[config.mk]
export PLATFORM = sky130hd
export DESIGN_NAME = nsb_host
export DESIGN_NICKNAME = d
export VERILOG_FILES = /design/src/nsb_pkg.sv /design/src/nsb_sync.sv /design/src/nsb_cycle.sv /design/src/nsb_host.sv
export SDC_FILE = /design/constraint.sdc
export NUM_CORES = 1
export LEC_CHECK = 0
export ABC_AREA = 1
export BUFFER_PORTS_ARGS = -buffer_cell sky130_fd_sc_hd__buf_2
export CORE_MARGIN = 5
export CORE_UTILIZATION = 53
export CTS_CLUSTER_SIZE = 28
export DETAILED_ROUTE_END_ITERATION = 12
export PLACE_DENSITY = 0.85
export SLEW_MARGIN = 10
export SYNTH_ARGS = -nofsm -noshare
export SYNTH_HDL_FRONTEND = slang
export SYNTH_SLANG_ARGS = --single-unit
[constraint.sdc]
create_clock -name sys_clk -period 2.1 [get_ports sys_clk]
set_input_delay 0.42 -clock sys_clk [delete_from_list [all_inputs] [get_ports sys_clk]]
set_output_delay 0.42 -clock sys_clk [all_outputs]
set_load 0.1 [all_outputs]
[src/nsb_pkg.sv]
// Package for the NAND status, signature and boot-read host controller.
// Assumes a 100 MHz system clock and an 8-bit NAND data path.
package nsb_pkg;

    // ----------------------------------------------------------------
    // NAND command codes
    // ----------------------------------------------------------------
    localparam logic [7:0] CMD_SIGNATURE = 8'h90; // Signature read
    localparam logic [7:0] CMD_STATUS = 8'h70; // Status read
    localparam logic [7:0] CMD_RESET = 8'hff; // Device reset
    localparam logic [7:0] ERASED_BYTE = 8'hff; // Erased cell value

    // ----------------------------------------------------------------
    // Status byte fields
    // ----------------------------------------------------------------
    localparam int SR_WP = 7; // Write protect flag
    localparam int SR_RDY = 6; // Controller ready flag
    localparam int SR_RDY_ALT = 5; // Controller ready flag alt
    localparam int SR_FAIL = 0; // Operation fail flag

    // ----------------------------------------------------------------
    // Bad block marker position
    // ----------------------------------------------------------------
    localparam int BB_SPARE_BYTE = 5; // Sixth spare byte, index from zero
    localparam int PAGE_MAIN_BYTES = 512; // Main area length

    // ----------------------------------------------------------------
    // Host register map (byte address, word index = byte address / 4)
    // ----------------------------------------------------------------
    localparam logic [7:0] REG_CTRL = 8'h00; // Command register
    localparam logic [7:0] REG_STATUS = 8'h04; // Controller status
    localparam logic [7:0] REG_DATA = 8'h08; // Last read byte
    localparam logic [7:0] REG_SIG = 8'h0c; // Maker and device code
    localparam logic [7:0] REG_NSTAT = 8'h10; // Last NAND status byte

    // Command field in the control write
    localparam logic [2:0] OP_NONE = 3'h0;
    localparam logic [2:0] OP_STATUS = 3'h1; // Read status once
    localparam logic [2:0] OP_SIG = 3'h2; // Read signature
    localparam logic [2:0] OP_BOOT = 3'h3; // Read one boot byte
    localparam logic [2:0] OP_STOP = 3'h4; // Stop sequential read
    localparam logic [2:0] OP_BBCHK = 3'h5; // Check bad block marker byte

    // ----------------------------------------------------------------
    // Timing
    // ----------------------------------------------------------------
    localparam int CLK_MHZ = 100; // System clock rate
    localparam int T_STROBE_NS = 30; // Strobe low/high least time
    localparam int STROBE_CYC = (T_STROBE_NS * CLK_MHZ + 999) / 1000; // Rounded up

    // NAND pins travelling together
    typedef struct packed {
        logic ce_n; // Chip enable
        logic cle; // Command latch
        logic ale; // Address latch
        logic we_n; // Write strobe
        logic re_n; // Read strobe
    } nsb_pins_s;

    // Result of one bus cycle
    typedef struct packed {
        logic done; // Cycle finished
        logic [7:0] data; // Byte sampled on a read
    } nsb_cyc_s;

endpackage

[src/nsb_sync.sv]
// Two flip-flop synchroniser for pin inputs.
// Assumes the input is asynchronous to sys_clk.
`timescale 1ns/100ps
`default_nettype none
module nsb_sync #(
    parameter int W = 1 // Width of the bus
) (
    input wire logic sys_clk, // System clock
    input wire logic arst_n, // Asynchronous reset, active low
    input wire logic [W-1:0] d, // Raw pin level
    output logic [W-1:0] q // Synchronised level
);
    logic [W-1:0] meta; // First stage, read only by q
    logic [W-1:0] next_meta; // Next first stage
    logic [W-1:0] next_q; // Next second stage

    // ----------------------------------------------------------------
    // Next values
    // ----------------------------------------------------------------
    always_comb begin
        next_meta = d;
        next_q = meta;
    end

    // Register both stages
    always_ff @(posedge sys_clk or negedge arst_n) begin
        if (!arst_n) begin
            meta <= '0;
            q <= '0;
        end else begin
            meta <= next_meta;
            q <= next_q;
        end
    end
endmodule
`default_nettype wire

[src/nsb_cycle.sv]
// One NAND bus cycle engine: a write (command) or a read strobe pulse.
// Assumes synchronised data input and a strobe width from the package.
`timescale 1ns/100ps
`default_nettype none
module nsb_cycle (
    input wire logic sys_clk, // System clock
    input wire logic arst_n, // Asynchronous reset, active low
    input wire logic start, // Begin one cycle
    input wire logic is_read, // Read when high, write when low
    input wire logic [7:0] io_in, // Synchronised data pins
    output logic we_n, // Write strobe
    output logic re_n, // Read strobe
    output var nsb_pkg::nsb_cyc_s res // Done pulse and sampled byte
);
    typedef enum logic [1:0] {
        CY_IDLE = 2'b00,
        CY_LOW = 2'b01,
        CY_HIGH = 2'b11
    } nsb_cy_e;

    nsb_cy_e st, next_st; // Phase of the cycle
    logic [7:0] cnt, next_cnt; // Phase timer
    logic rd, next_rd; // Latched direction
    logic next_we_n, next_re_n; // Next strobes
    nsb_pkg::nsb_cyc_s next_res; // Next result

    // ----------------------------------------------------------------
    // Phase sequencing
    // ----------------------------------------------------------------
    always_comb begin
        next_st = st;
        next_cnt = cnt;
        next_rd = rd;
        next_we_n = we_n;
        next_re_n = re_n;
        next_res = res;
        next_res.done = 1'b0;
        unique case (st)
            CY_IDLE: begin
                if (start) begin // Drive strobe low
                    next_st = CY_LOW;
                    next_rd = is_read;
                    next_cnt = 8'(nsb_pkg::STROBE_CYC);
                    next_we_n = is_read;
                    next_re_n = !is_read;
                end
            end
            CY_LOW: begin
                if (cnt == 8'h00) begin // Sample then release strobe
                    next_st = CY_HIGH;
                    next_cnt = 8'(nsb_pkg::STROBE_CYC);
                    next_we_n = 1'b1;
                    next_re_n = 1'b1;
                    if (rd) begin
                        next_res.data = io_in;
                    end
                end else begin
                    next_cnt = cnt - 8'h01;
                end
            end
            CY_HIGH: begin
                if (cnt == 8'h00) begin // Hold high time, then report
                    next_st = CY_IDLE;
                    next_res.done = 1'b1;
                end else begin
                    next_cnt = cnt - 8'h01;
                end
            end
            default: begin
                next_st = CY_IDLE;
            end
        endcase
    end

    // Register phase state
    always_ff @(posedge sys_clk or negedge arst_n) begin
        if (!arst_n) begin
            st <= CY_IDLE;
            cnt <= 8'h00;
            rd <= 1'b0;
            we_n <= 1'b1;
            re_n <= 1'b1;
            res <= '0;
        end else begin
            st <= next_st;
            cnt <= next_cnt;
            rd <= next_rd;
            we_n <= next_we_n;
            re_n <= next_re_n;
            res <= next_res;
        end
    end
endmodule
`default_nettype wire

[src/nsb_host.sv]
// Host controller for NAND status, signature read and power-up boot read.
// Assumes software on a plain strobe port and a NAND on its pins.
// Summary of operation
// Status bits six, five: one means ready
// Status bit zero: last operation failed
// Status bit seven: zero means write protected
// Status bits four to two ignored
// Command 90h starts signature read
// Reads return maker then device code
// Device resets outputs at supply threshold
// Page 0 readable after power-up, no commands
// Busy low during array load time
// One buffer byte per read strobe
// Sequential off: only page 0 loaded
// Sequential on: pages advance after load
// CE high or command stops sequential
// Valid blocks delivered erased, FFh
// Sixth spare byte not FFh: bad
// Record bad markers before any erase
// Failed program or erase: newly bad
// Failed program keeps other pages
// Erase fail replace; read errors ECC
// Status mode repeats until new command
//
// The register addresses and strobed register access are this design's own decisions.
`timescale 1ns/100ps
`default_nettype none
module nsb_host (
    input wire logic sys_clk, // System clock
    input wire logic arst_n, // Asynchronous reset, active low
    input wire logic [7:0] bus_addr, // Register byte address
    input wire logic [31:0] bus_wdata, // Write data
    input wire logic bus_wr, // Write strobe
    input wire logic bus_rd, // Read strobe
    output logic [31:0] bus_rdata, // Read data, one cycle later
    input wire logic nand_rb, // Ready/busy pin, low when busy
    input wire logic [7:0] nand_io_in, // Data pins in
    output logic [7:0] nand_io_out, // Data pins out
    output logic nand_io_oe, // High while host drives data pins
    output var nsb_pkg::nsb_pins_s nand_pins // Control pins
);
    // ----------------------------------------------------------------
    // Declarations
    // ----------------------------------------------------------------
    typedef enum logic [2:0] {
        HS_IDLE = 3'b000, // Waiting for an order
        HS_CMD = 3'b001, // Command write cycle running
        HS_READ = 3'b011, // Read cycle running
        HS_WAIT = 3'b010, // Waiting for ready
        HS_DONE = 3'b110 // Result capture
    } nsb_hs_e;

    nsb_hs_e st, next_st; // Sequencer state
    logic [2:0] op, next_op; // Order in progress
    logic [7:0] io_s; // Synchronised data pins
    logic rb_s; // Synchronised ready/busy
    logic cyc_start, cyc_is_read; // Cycle engine request
    logic cyc_we_n, cyc_re_n; // Cycle engine strobes
    nsb_pkg::nsb_cyc_s cyc_res; // Cycle engine result
    logic [7:0] next_io_out; // Next data pins
    logic next_io_oe; // Next drive enable
    nsb_pkg::nsb_pins_s next_pins; // Next control pins
    logic [7:0] cur_cmd, next_cur_cmd; // Last command written
    logic [7:0] data, next_data; // Last byte read
    logic [7:0] nstat, next_nstat; // Last status byte
    logic [7:0] maker, next_maker; // Maker code
    logic [7:0] dev, next_dev; // Device code
    logic sig_idx, next_sig_idx; // Which signature byte next
    logic seq_run, next_seq_run; // Sequential boot read alive
    logic bad, next_bad; // Marker check result
    logic fail_seen, next_fail_seen; // Sticky newly bad block
    logic rb_prev, next_rb_prev; // Ready level last cycle
    logic [15:0] loads, next_loads; // Page loads seen
    logic [31:0] next_rdata; // Next read data

    // ----------------------------------------------------------------
    // Pin synchronisers
    // ----------------------------------------------------------------
    nsb_sync #(.W(8)) u_sync_io (
        .sys_clk(sys_clk),
        .arst_n(arst_n),
        .d(nand_io_in),
        .q(io_s)
    );

    nsb_sync #(.W(1)) u_sync_rb (
        .sys_clk(sys_clk),
        .arst_n(arst_n),
        .d(nand_rb),
        .q(rb_s)
    );

    // ----------------------------------------------------------------
    // Bus cycle engine
    // ----------------------------------------------------------------
    nsb_cycle u_cycle (
        .sys_clk(sys_clk),
        .arst_n(arst_n),
        .start(cyc_start),
        .is_read(cyc_is_read),
        .io_in(io_s),
        .we_n(cyc_we_n),
        .re_n(cyc_re_n),
        .res(cyc_res)
    );

    // ----------------------------------------------------------------
    // Sequencer: next values
    // ----------------------------------------------------------------
    always_comb begin
        next_st = st;
        next_op = op;
        next_cur_cmd = cur_cmd;
        next_data = data;
        next_nstat = nstat;
        next_maker = maker;
        next_dev = dev;
        next_sig_idx = sig_idx;
        next_seq_run = seq_run;
        next_bad = bad;
        next_fail_seen = fail_seen;
        next_rb_prev = rb_s;
        next_loads = loads;
        next_io_out = nand_io_out;
        next_io_oe = 1'b0;
        next_pins = nand_pins;
        next_pins.we_n = cyc_we_n;
        next_pins.re_n = cyc_re_n;
        cyc_start = 1'b0;
        cyc_is_read = 1'b0;
        // Count each page load end seen on ready/busy
        if (rb_s && !rb_prev) begin
            next_loads = loads + 16'h0001;
        end
        unique case (st)
            HS_IDLE: begin
                next_pins.cle = 1'b0;
                next_pins.ale = 1'b0;
                if (bus_wr && bus_addr == nsb_pkg::REG_CTRL) begin
                    next_op = bus_wdata[2:0];
                    next_pins.ce_n = 1'b0;
                    unique case (bus_wdata[2:0])
                        nsb_pkg::OP_STATUS: begin
                            // Issue only if not already in status mode
                            if (cur_cmd == nsb_pkg::CMD_STATUS) begin
                                next_st = HS_WAIT;
                            end else begin
                                next_cur_cmd = nsb_pkg::CMD_STATUS;
                                next_st = HS_CMD;
                            end
                        end
                        nsb_pkg::OP_SIG: begin
                            if (cur_cmd != nsb_pkg::CMD_SIGNATURE) begin
                                next_cur_cmd = nsb_pkg::CMD_SIGNATURE;
                                next_sig_idx = 1'b0;
                                next_st = HS_CMD;
                            end else begin
                                next_st = HS_WAIT;
                            end
                        end
                        nsb_pkg::OP_BOOT, nsb_pkg::OP_BBCHK: begin
                            next_st = HS_WAIT;
                        end
                        nsb_pkg::OP_STOP: begin
                            next_pins.ce_n = 1'b1;
                            next_seq_run = 1'b0;
                            next_st = HS_IDLE;
                        end
                        default: begin
                            next_st = HS_IDLE;
                        end
                    endcase
                end
            end
            HS_CMD: begin
                // One command write, latch high, data driven
                next_pins.cle = 1'b1;
                next_io_out = cur_cmd;
                next_io_oe = 1'b1;
                next_seq_run = 1'b0;
                cyc_start = (cyc_we_n && cyc_re_n && !cyc_res.done && nand_pins.cle);
                if (cyc_res.done) begin
                    next_pins.cle = 1'b0;
                    next_io_oe = 1'b0;
                    next_st = HS_WAIT;
                end
            end
            HS_WAIT: begin
                // Hold off read strobes while the array loads
                if (rb_s) begin
                    cyc_start = 1'b1;
                    cyc_is_read = 1'b1;
                    next_st = HS_READ;
                end
            end
            HS_READ: begin
                if (cyc_res.done) begin
                    next_data = cyc_res.data;
                    next_st = HS_DONE;
                end
            end
            HS_DONE: begin
                unique case (op)
                    nsb_pkg::OP_STATUS: begin
                        next_nstat = data;
                        // A failed program or erase marks the block bad
                        if (data[nsb_pkg::SR_FAIL]) begin
                            next_fail_seen = 1'b1;
                        end
                    end
                    nsb_pkg::OP_SIG: begin
                        if (!sig_idx) begin
                            next_maker = data;
                        end else begin
                            next_dev = data;
                        end
                        next_sig_idx = !sig_idx;
                    end
                    nsb_pkg::OP_BBCHK: begin
                        next_bad = (data != nsb_pkg::ERASED_BYTE);
                    end
                    default: begin
                        next_seq_run = 1'b1;
                    end
                endcase
                next_st = HS_IDLE;
            end
            default: begin
                next_st = HS_IDLE;
            end
        endcase
        // Clear of the sticky flag loses to a new failure
        if (bus_wr && bus_addr == nsb_pkg::REG_STATUS && bus_wdata[0]
            && !(st == HS_DONE && op == nsb_pkg::OP_STATUS && data[nsb_pkg::SR_FAIL])) begin
            next_fail_seen = 1'b0;
        end
    end

    // ----------------------------------------------------------------
    // Register read mux
    // ----------------------------------------------------------------
    always_comb begin
        next_rdata = 32'h0000_0000;
        if (bus_rd) begin
            unique case (bus_addr)
                nsb_pkg::REG_CTRL: next_rdata = {29'h0, op};
                nsb_pkg::REG_STATUS: begin
                    next_rdata = {loads, 11'h000, bad, seq_run, rb_s,
                        (st == HS_IDLE), fail_seen};
                end
                nsb_pkg::REG_DATA: next_rdata = {24'h0, data};
                nsb_pkg::REG_SIG: next_rdata = {16'h0, maker, dev};
                nsb_pkg::REG_NSTAT: begin
                    // Reserved bits masked; ready from both flags
                    next_rdata = {24'h0, nstat[nsb_pkg::SR_WP],
                        nstat[nsb_pkg::SR_RDY] & nstat[nsb_pkg::SR_RDY_ALT],
                        5'h00, nstat[nsb_pkg::SR_FAIL]};
                end
                default: next_rdata = 32'h0000_0000;
            endcase
        end
    end

    // ----------------------------------------------------------------
    // State registers
    // ----------------------------------------------------------------
    always_ff @(posedge sys_clk or negedge arst_n) begin
        if (!arst_n) begin
            st <= HS_IDLE;
            op <= nsb_pkg::OP_NONE;
            cur_cmd <= nsb_pkg::CMD_RESET;
            data <= 8'h00;
            nstat <= 8'h00;
            maker <= 8'h00;
            dev <= 8'h00;
            sig_idx <= 1'b0;
            seq_run <= 1'b0;
            bad <= 1'b0;
            fail_seen <= 1'b0;
            rb_prev <= 1'b0;
            loads <= 16'h0000;
            nand_io_out <= 8'h00;
            nand_io_oe <= 1'b0;
            nand_pins <= '{ce_n: 1'b1, cle: 1'b0, ale: 1'b0, we_n: 1'b1, re_n: 1'b1};
            bus_rdata <= 32'h0000_0000;
        end else begin
            st <= next_st;
            op <= next_op;
            cur_cmd <= next_cur_cmd;
            data <= next_data;
            nstat <= next_nstat;
            maker <= next_maker;
            dev <= next_dev;
            sig_idx <= next_sig_idx;
            seq_run <= next_seq_run;
            bad <= next_bad;
            fail_seen <= next_fail_seen;
            rb_prev <= next_rb_prev;
            loads <= next_loads;
            nand_io_out <= next_io_out;
            nand_io_oe <= next_io_oe;
            nand_pins <= next_pins;
            bus_rdata <= next_rdata;
        end
    end
endmodule
`default_nettype wire

==> flow_summary_export.csv <==
group,metric,value,unit
power_and_ir_drop,powerDensity,872.7,nW/µm²
power_and_ir_drop,p_leak,3.459,nW
setup_path,crit_arrival,1.36,ns
logic_synthesis,synth_nets,695,
setup_path,cp_top_family,"flip-flops",
cells_and_area,drive_above_1_share,21.89,%
sta,slew_viol_final,0,
logic_synthesis,ys_types,36,
logic_synthesis,seq_area_frac_synth,58.45,%
detailed_routing,firstDrtPassIters,5,
logic_synthesis,synth_ff_type,"dfrtp_1",
detailed_routing,routed_wl,12050,µm
sta,fmax,563.4,MHz
setup_path,crit_chain,"buf_2",
logic_synthesis,async_reset_ff_share,100.0,%
detailed_routing,drt-initial-drc-count,267,
setup_path,rr_startpoint,"loads[0]",
cells_and_area,syn_to_final_growth,18.28,%
sta,slew_headroom,60.78,%
placed_design,portBuffers,68,
sta,tightestPinTransition,0.5884,ns
setup_path,worstPathMaxFanout,2,
logic_synthesis,yosys_warnings,0,
floorplan,dieHeight,116.1,µm
power_and_ir_drop,power,6.161,mW
global_routing,globalRouteTotalUtil,19.21,%
setup_path,max_stage_delay,0.53,ns
floorplan,dieArea,13480,µm²
placed_design,place_hpwl,8197,µm
setup_path,required,1.68,ns
floorplan,std_cell_rows,38,
global_routing,antenna_found_initial,0,
run_status,status,"complete, no violations",
clocking,cts_tree,"yes",
global_routing,grt_max_degree,65,
min_path,hold_path_class,"in2async",
sta,hold_violations,0,
detailed_routing,viasPerCell,5.138,
power_and_ir_drop,peakVddDrop,0.0004456,V
cells_and_area,num_antenna_cells,0,
global_routing,grt_overflow_total,0,
clocking,worstSkewPairLatency,0.41,ns
floorplan,pin_count,99,
sta,setup_tns,0,ns
sta,fin_crit_sh,84.53,%
floorplan,start_util,54.58,%
sta,fin_crit,1.775,ns
detailed_routing,wl_per_cell,13.83,µm
setup_path,crit_path_end_kind,"primary output",
sta,fin_skew,0.007714,ns
detailed_routing,vias,4475,
power_and_ir_drop,intPower,4.727,mW
power_and_ir_drop,power.share.sequential,45.5,%
floorplan,fp.dieW,116.1,µm
setup_path,reg2reg_setup_slack,0.51,ns
detailed_routing,drc,0,
cells_and_area,fillers,847,
placed_design,place.gp.congestion,0.8362,
logic_synthesis,synth_edf_count,0,
clocking,clk_pin_slew_worst_paths,0.06,ns
setup_path,crit_buf_inv,1,
logic_synthesis,syn_inst,639,
logic_synthesis,netlist_area,5968,µm²
setup_path,critPathKind,"reg2out",
cells_and_area,fin_nets,774,
clocking,htreeDepth,4,
clocking,clock_path_buffers,2,
power_and_ir_drop,comb_power_share,4.5,%
setup_path,cp_slowest_cell,"dfstp_2",
logic_synthesis,ys_seq_elements,139,
sta,finalSetupViolCount,0,
power_and_ir_drop,swShare,23.27,%
setup_path,critPathLaunchType,"register",
global_routing,grt_pass1_vias,4624,
power_and_ir_drop,p_sw,1.433,mW
clocking,numClockSinks,139,
setup_path,startpoint,"nand_pins[4]",
floorplan,core,10940,µm²
clocking,cts.repair.resized,0,
global_routing,grt_pass1_wl,20380,µm
power_and_ir_drop,p_clk_share,49.9,%
run,maxCapViolCount,0,
logic_synthesis,avgSynthCellArea,9.340,µm²
sta,grt_setup_unrepaired,"false",
clocking,hold_buffers,0,
clocking,numCtsBuffers,17,
clocking,clockRootBuffer,"clkbuf_16",
clocking,post_cts_buffers,0,
detailed_routing,ant_nets,0,
==> kinds of logic after synthesis <==
group | synth area share [%]
AO/OA/AOI/OAI | 6.499
adder cells (fa/ha/maj) | 0.6290
AND/OR/NAND/NOR | 25.37
flip-flops | 58.45
other | 0.06283
XOR/XNOR | 2.201
buffers and inverters | 6.792
==> worst paths after layout <==
kind,end,depth (start not counted)
max in group asynchronous,loads[6],2
max,nand_pins[4],1
min,op[2],1
max reg2reg,loads[14],8
min in group sys_clk,u_sync_io.meta[2],1
min reg2reg,u_sync_io.q[5],0
==> power by group through the flow <==
stage	clock, mW	combinational, mW	sequential (mW)
6_report	3.08	0.279	2.80
3_3_place_gp	0	0.267	2.85
4_1_cts	3.12	0.285	2.80
5_1_grt	3.24	0.322	2.81
2_1_floorplan	0	0.157	2.84
3_5_place_dp	0	0.284	2.85
==> cell type report <==
type                    instances  area [µm²]  area share, %
clock buffers                  18       429.2          6.079
clock inverters                14       182.7          2.588
inverters                      84       315.3          4.466
multi-input cells             405        2074          29.39
flip-flops and latches        139        3488          49.42
well taps                     140       175.2          2.481
repair buffers                 71       394.1          5.583
==> synthesized netlist by cell type (4+ instances only) <==
master     n  share of area [%]
nand4_1   12                1.3
nor2_2     6               0.63
inv_2      9               0.57
o21ai_1   42                3.5
nor2_1    66                4.2
inv_1     75                4.7
o21ai_0   22                1.8
nand3_1   43                3.6
dfstp_2    8                3.5
dfrtp_1  131                 55
xor2_1    14                2.1
nor2_4     7                1.3
nand2_2    9               0.94
buf_4      5               0.63
nand2_1  151                9.5
nand3_2    4               0.67
==> metrics by stage <==
step	hold WS (ns)	setup slack, ns	instance area (µm²)	utilization [%]	instances
final	0.0008165	0.3249	7059	64.55	871
after detailed placement	0.3347	0.4705	6447	58.96	839
after floorplan	0.1244	0.3069	5968	-	639
after global routing	0.03077	0.2804	7059	64.55	871
after CTS	0.006374	0.3065	7059	64.55	871
after global placement	0.3368	0.5176	6447	58.96	839
==> flip-flops by register name, summed over array words and instances, names as in the netlist, 8 cells and up <==
signal / flops
u_cycle.res: 9
maker: 8
loads: 16
u_sync_io.q: 8
dev: 8
u_cycle.cnt: 8
bus_rdata: 32
data: 8
u_sync_io.meta: 8
==> layer usage <==
| layer | up-vias | part of all wire [%] | GRT usage (%) |
|---|---|---|---|
| met3 | 15 | 5.0 | 4.456 |
| li1 | 2185 | - | - |
| met2 | 124 | 52 | 34.41 |
| met5 | - | 0 | 0 |
| met1 | 2151 | 42 | 22.51 |
| met4 | 0 | 1.3 | 7.270 |
==> worst register-to-register path: stages (launching register included) <==
cell     delay (ns)
dfrtp_1        0.40
ha_1           0.19
nand2_1        0.10
nor3_4         0.27
nand3_1        0.19
inv_1          0.12
nand3_1        0.09
nand2_1        0.08
nand2_1        0.05
==> placed cells by master, fill, tap and decap left out, drive strengths merged <==
| cell type | instances |
|---|---|
| a21boi | 1 |
| a21oi | 3 |
| buf | 71 |
| bufinv | 3 |
| clkbuf | 18 |
| clkinv | 2 |
| clkinvlp | 2 |
| conb | 1 |
| dfrtp | 131 |
| dfstp | 8 |
| ha | 3 |
| inv | 91 |
| nand2 | 161 |
| nand3 | 50 |
| nand3b | 2 |
| nand4 | 12 |
| nor2 | 82 |
| nor3 | 5 |
| nor4 | 1 |
| o211ai | 1 |
| o21a | 1 |
| o21ai | 67 |
| xnor2 | 1 |
| xor2 | 14 |
Power figures use the tool's default switching activity.
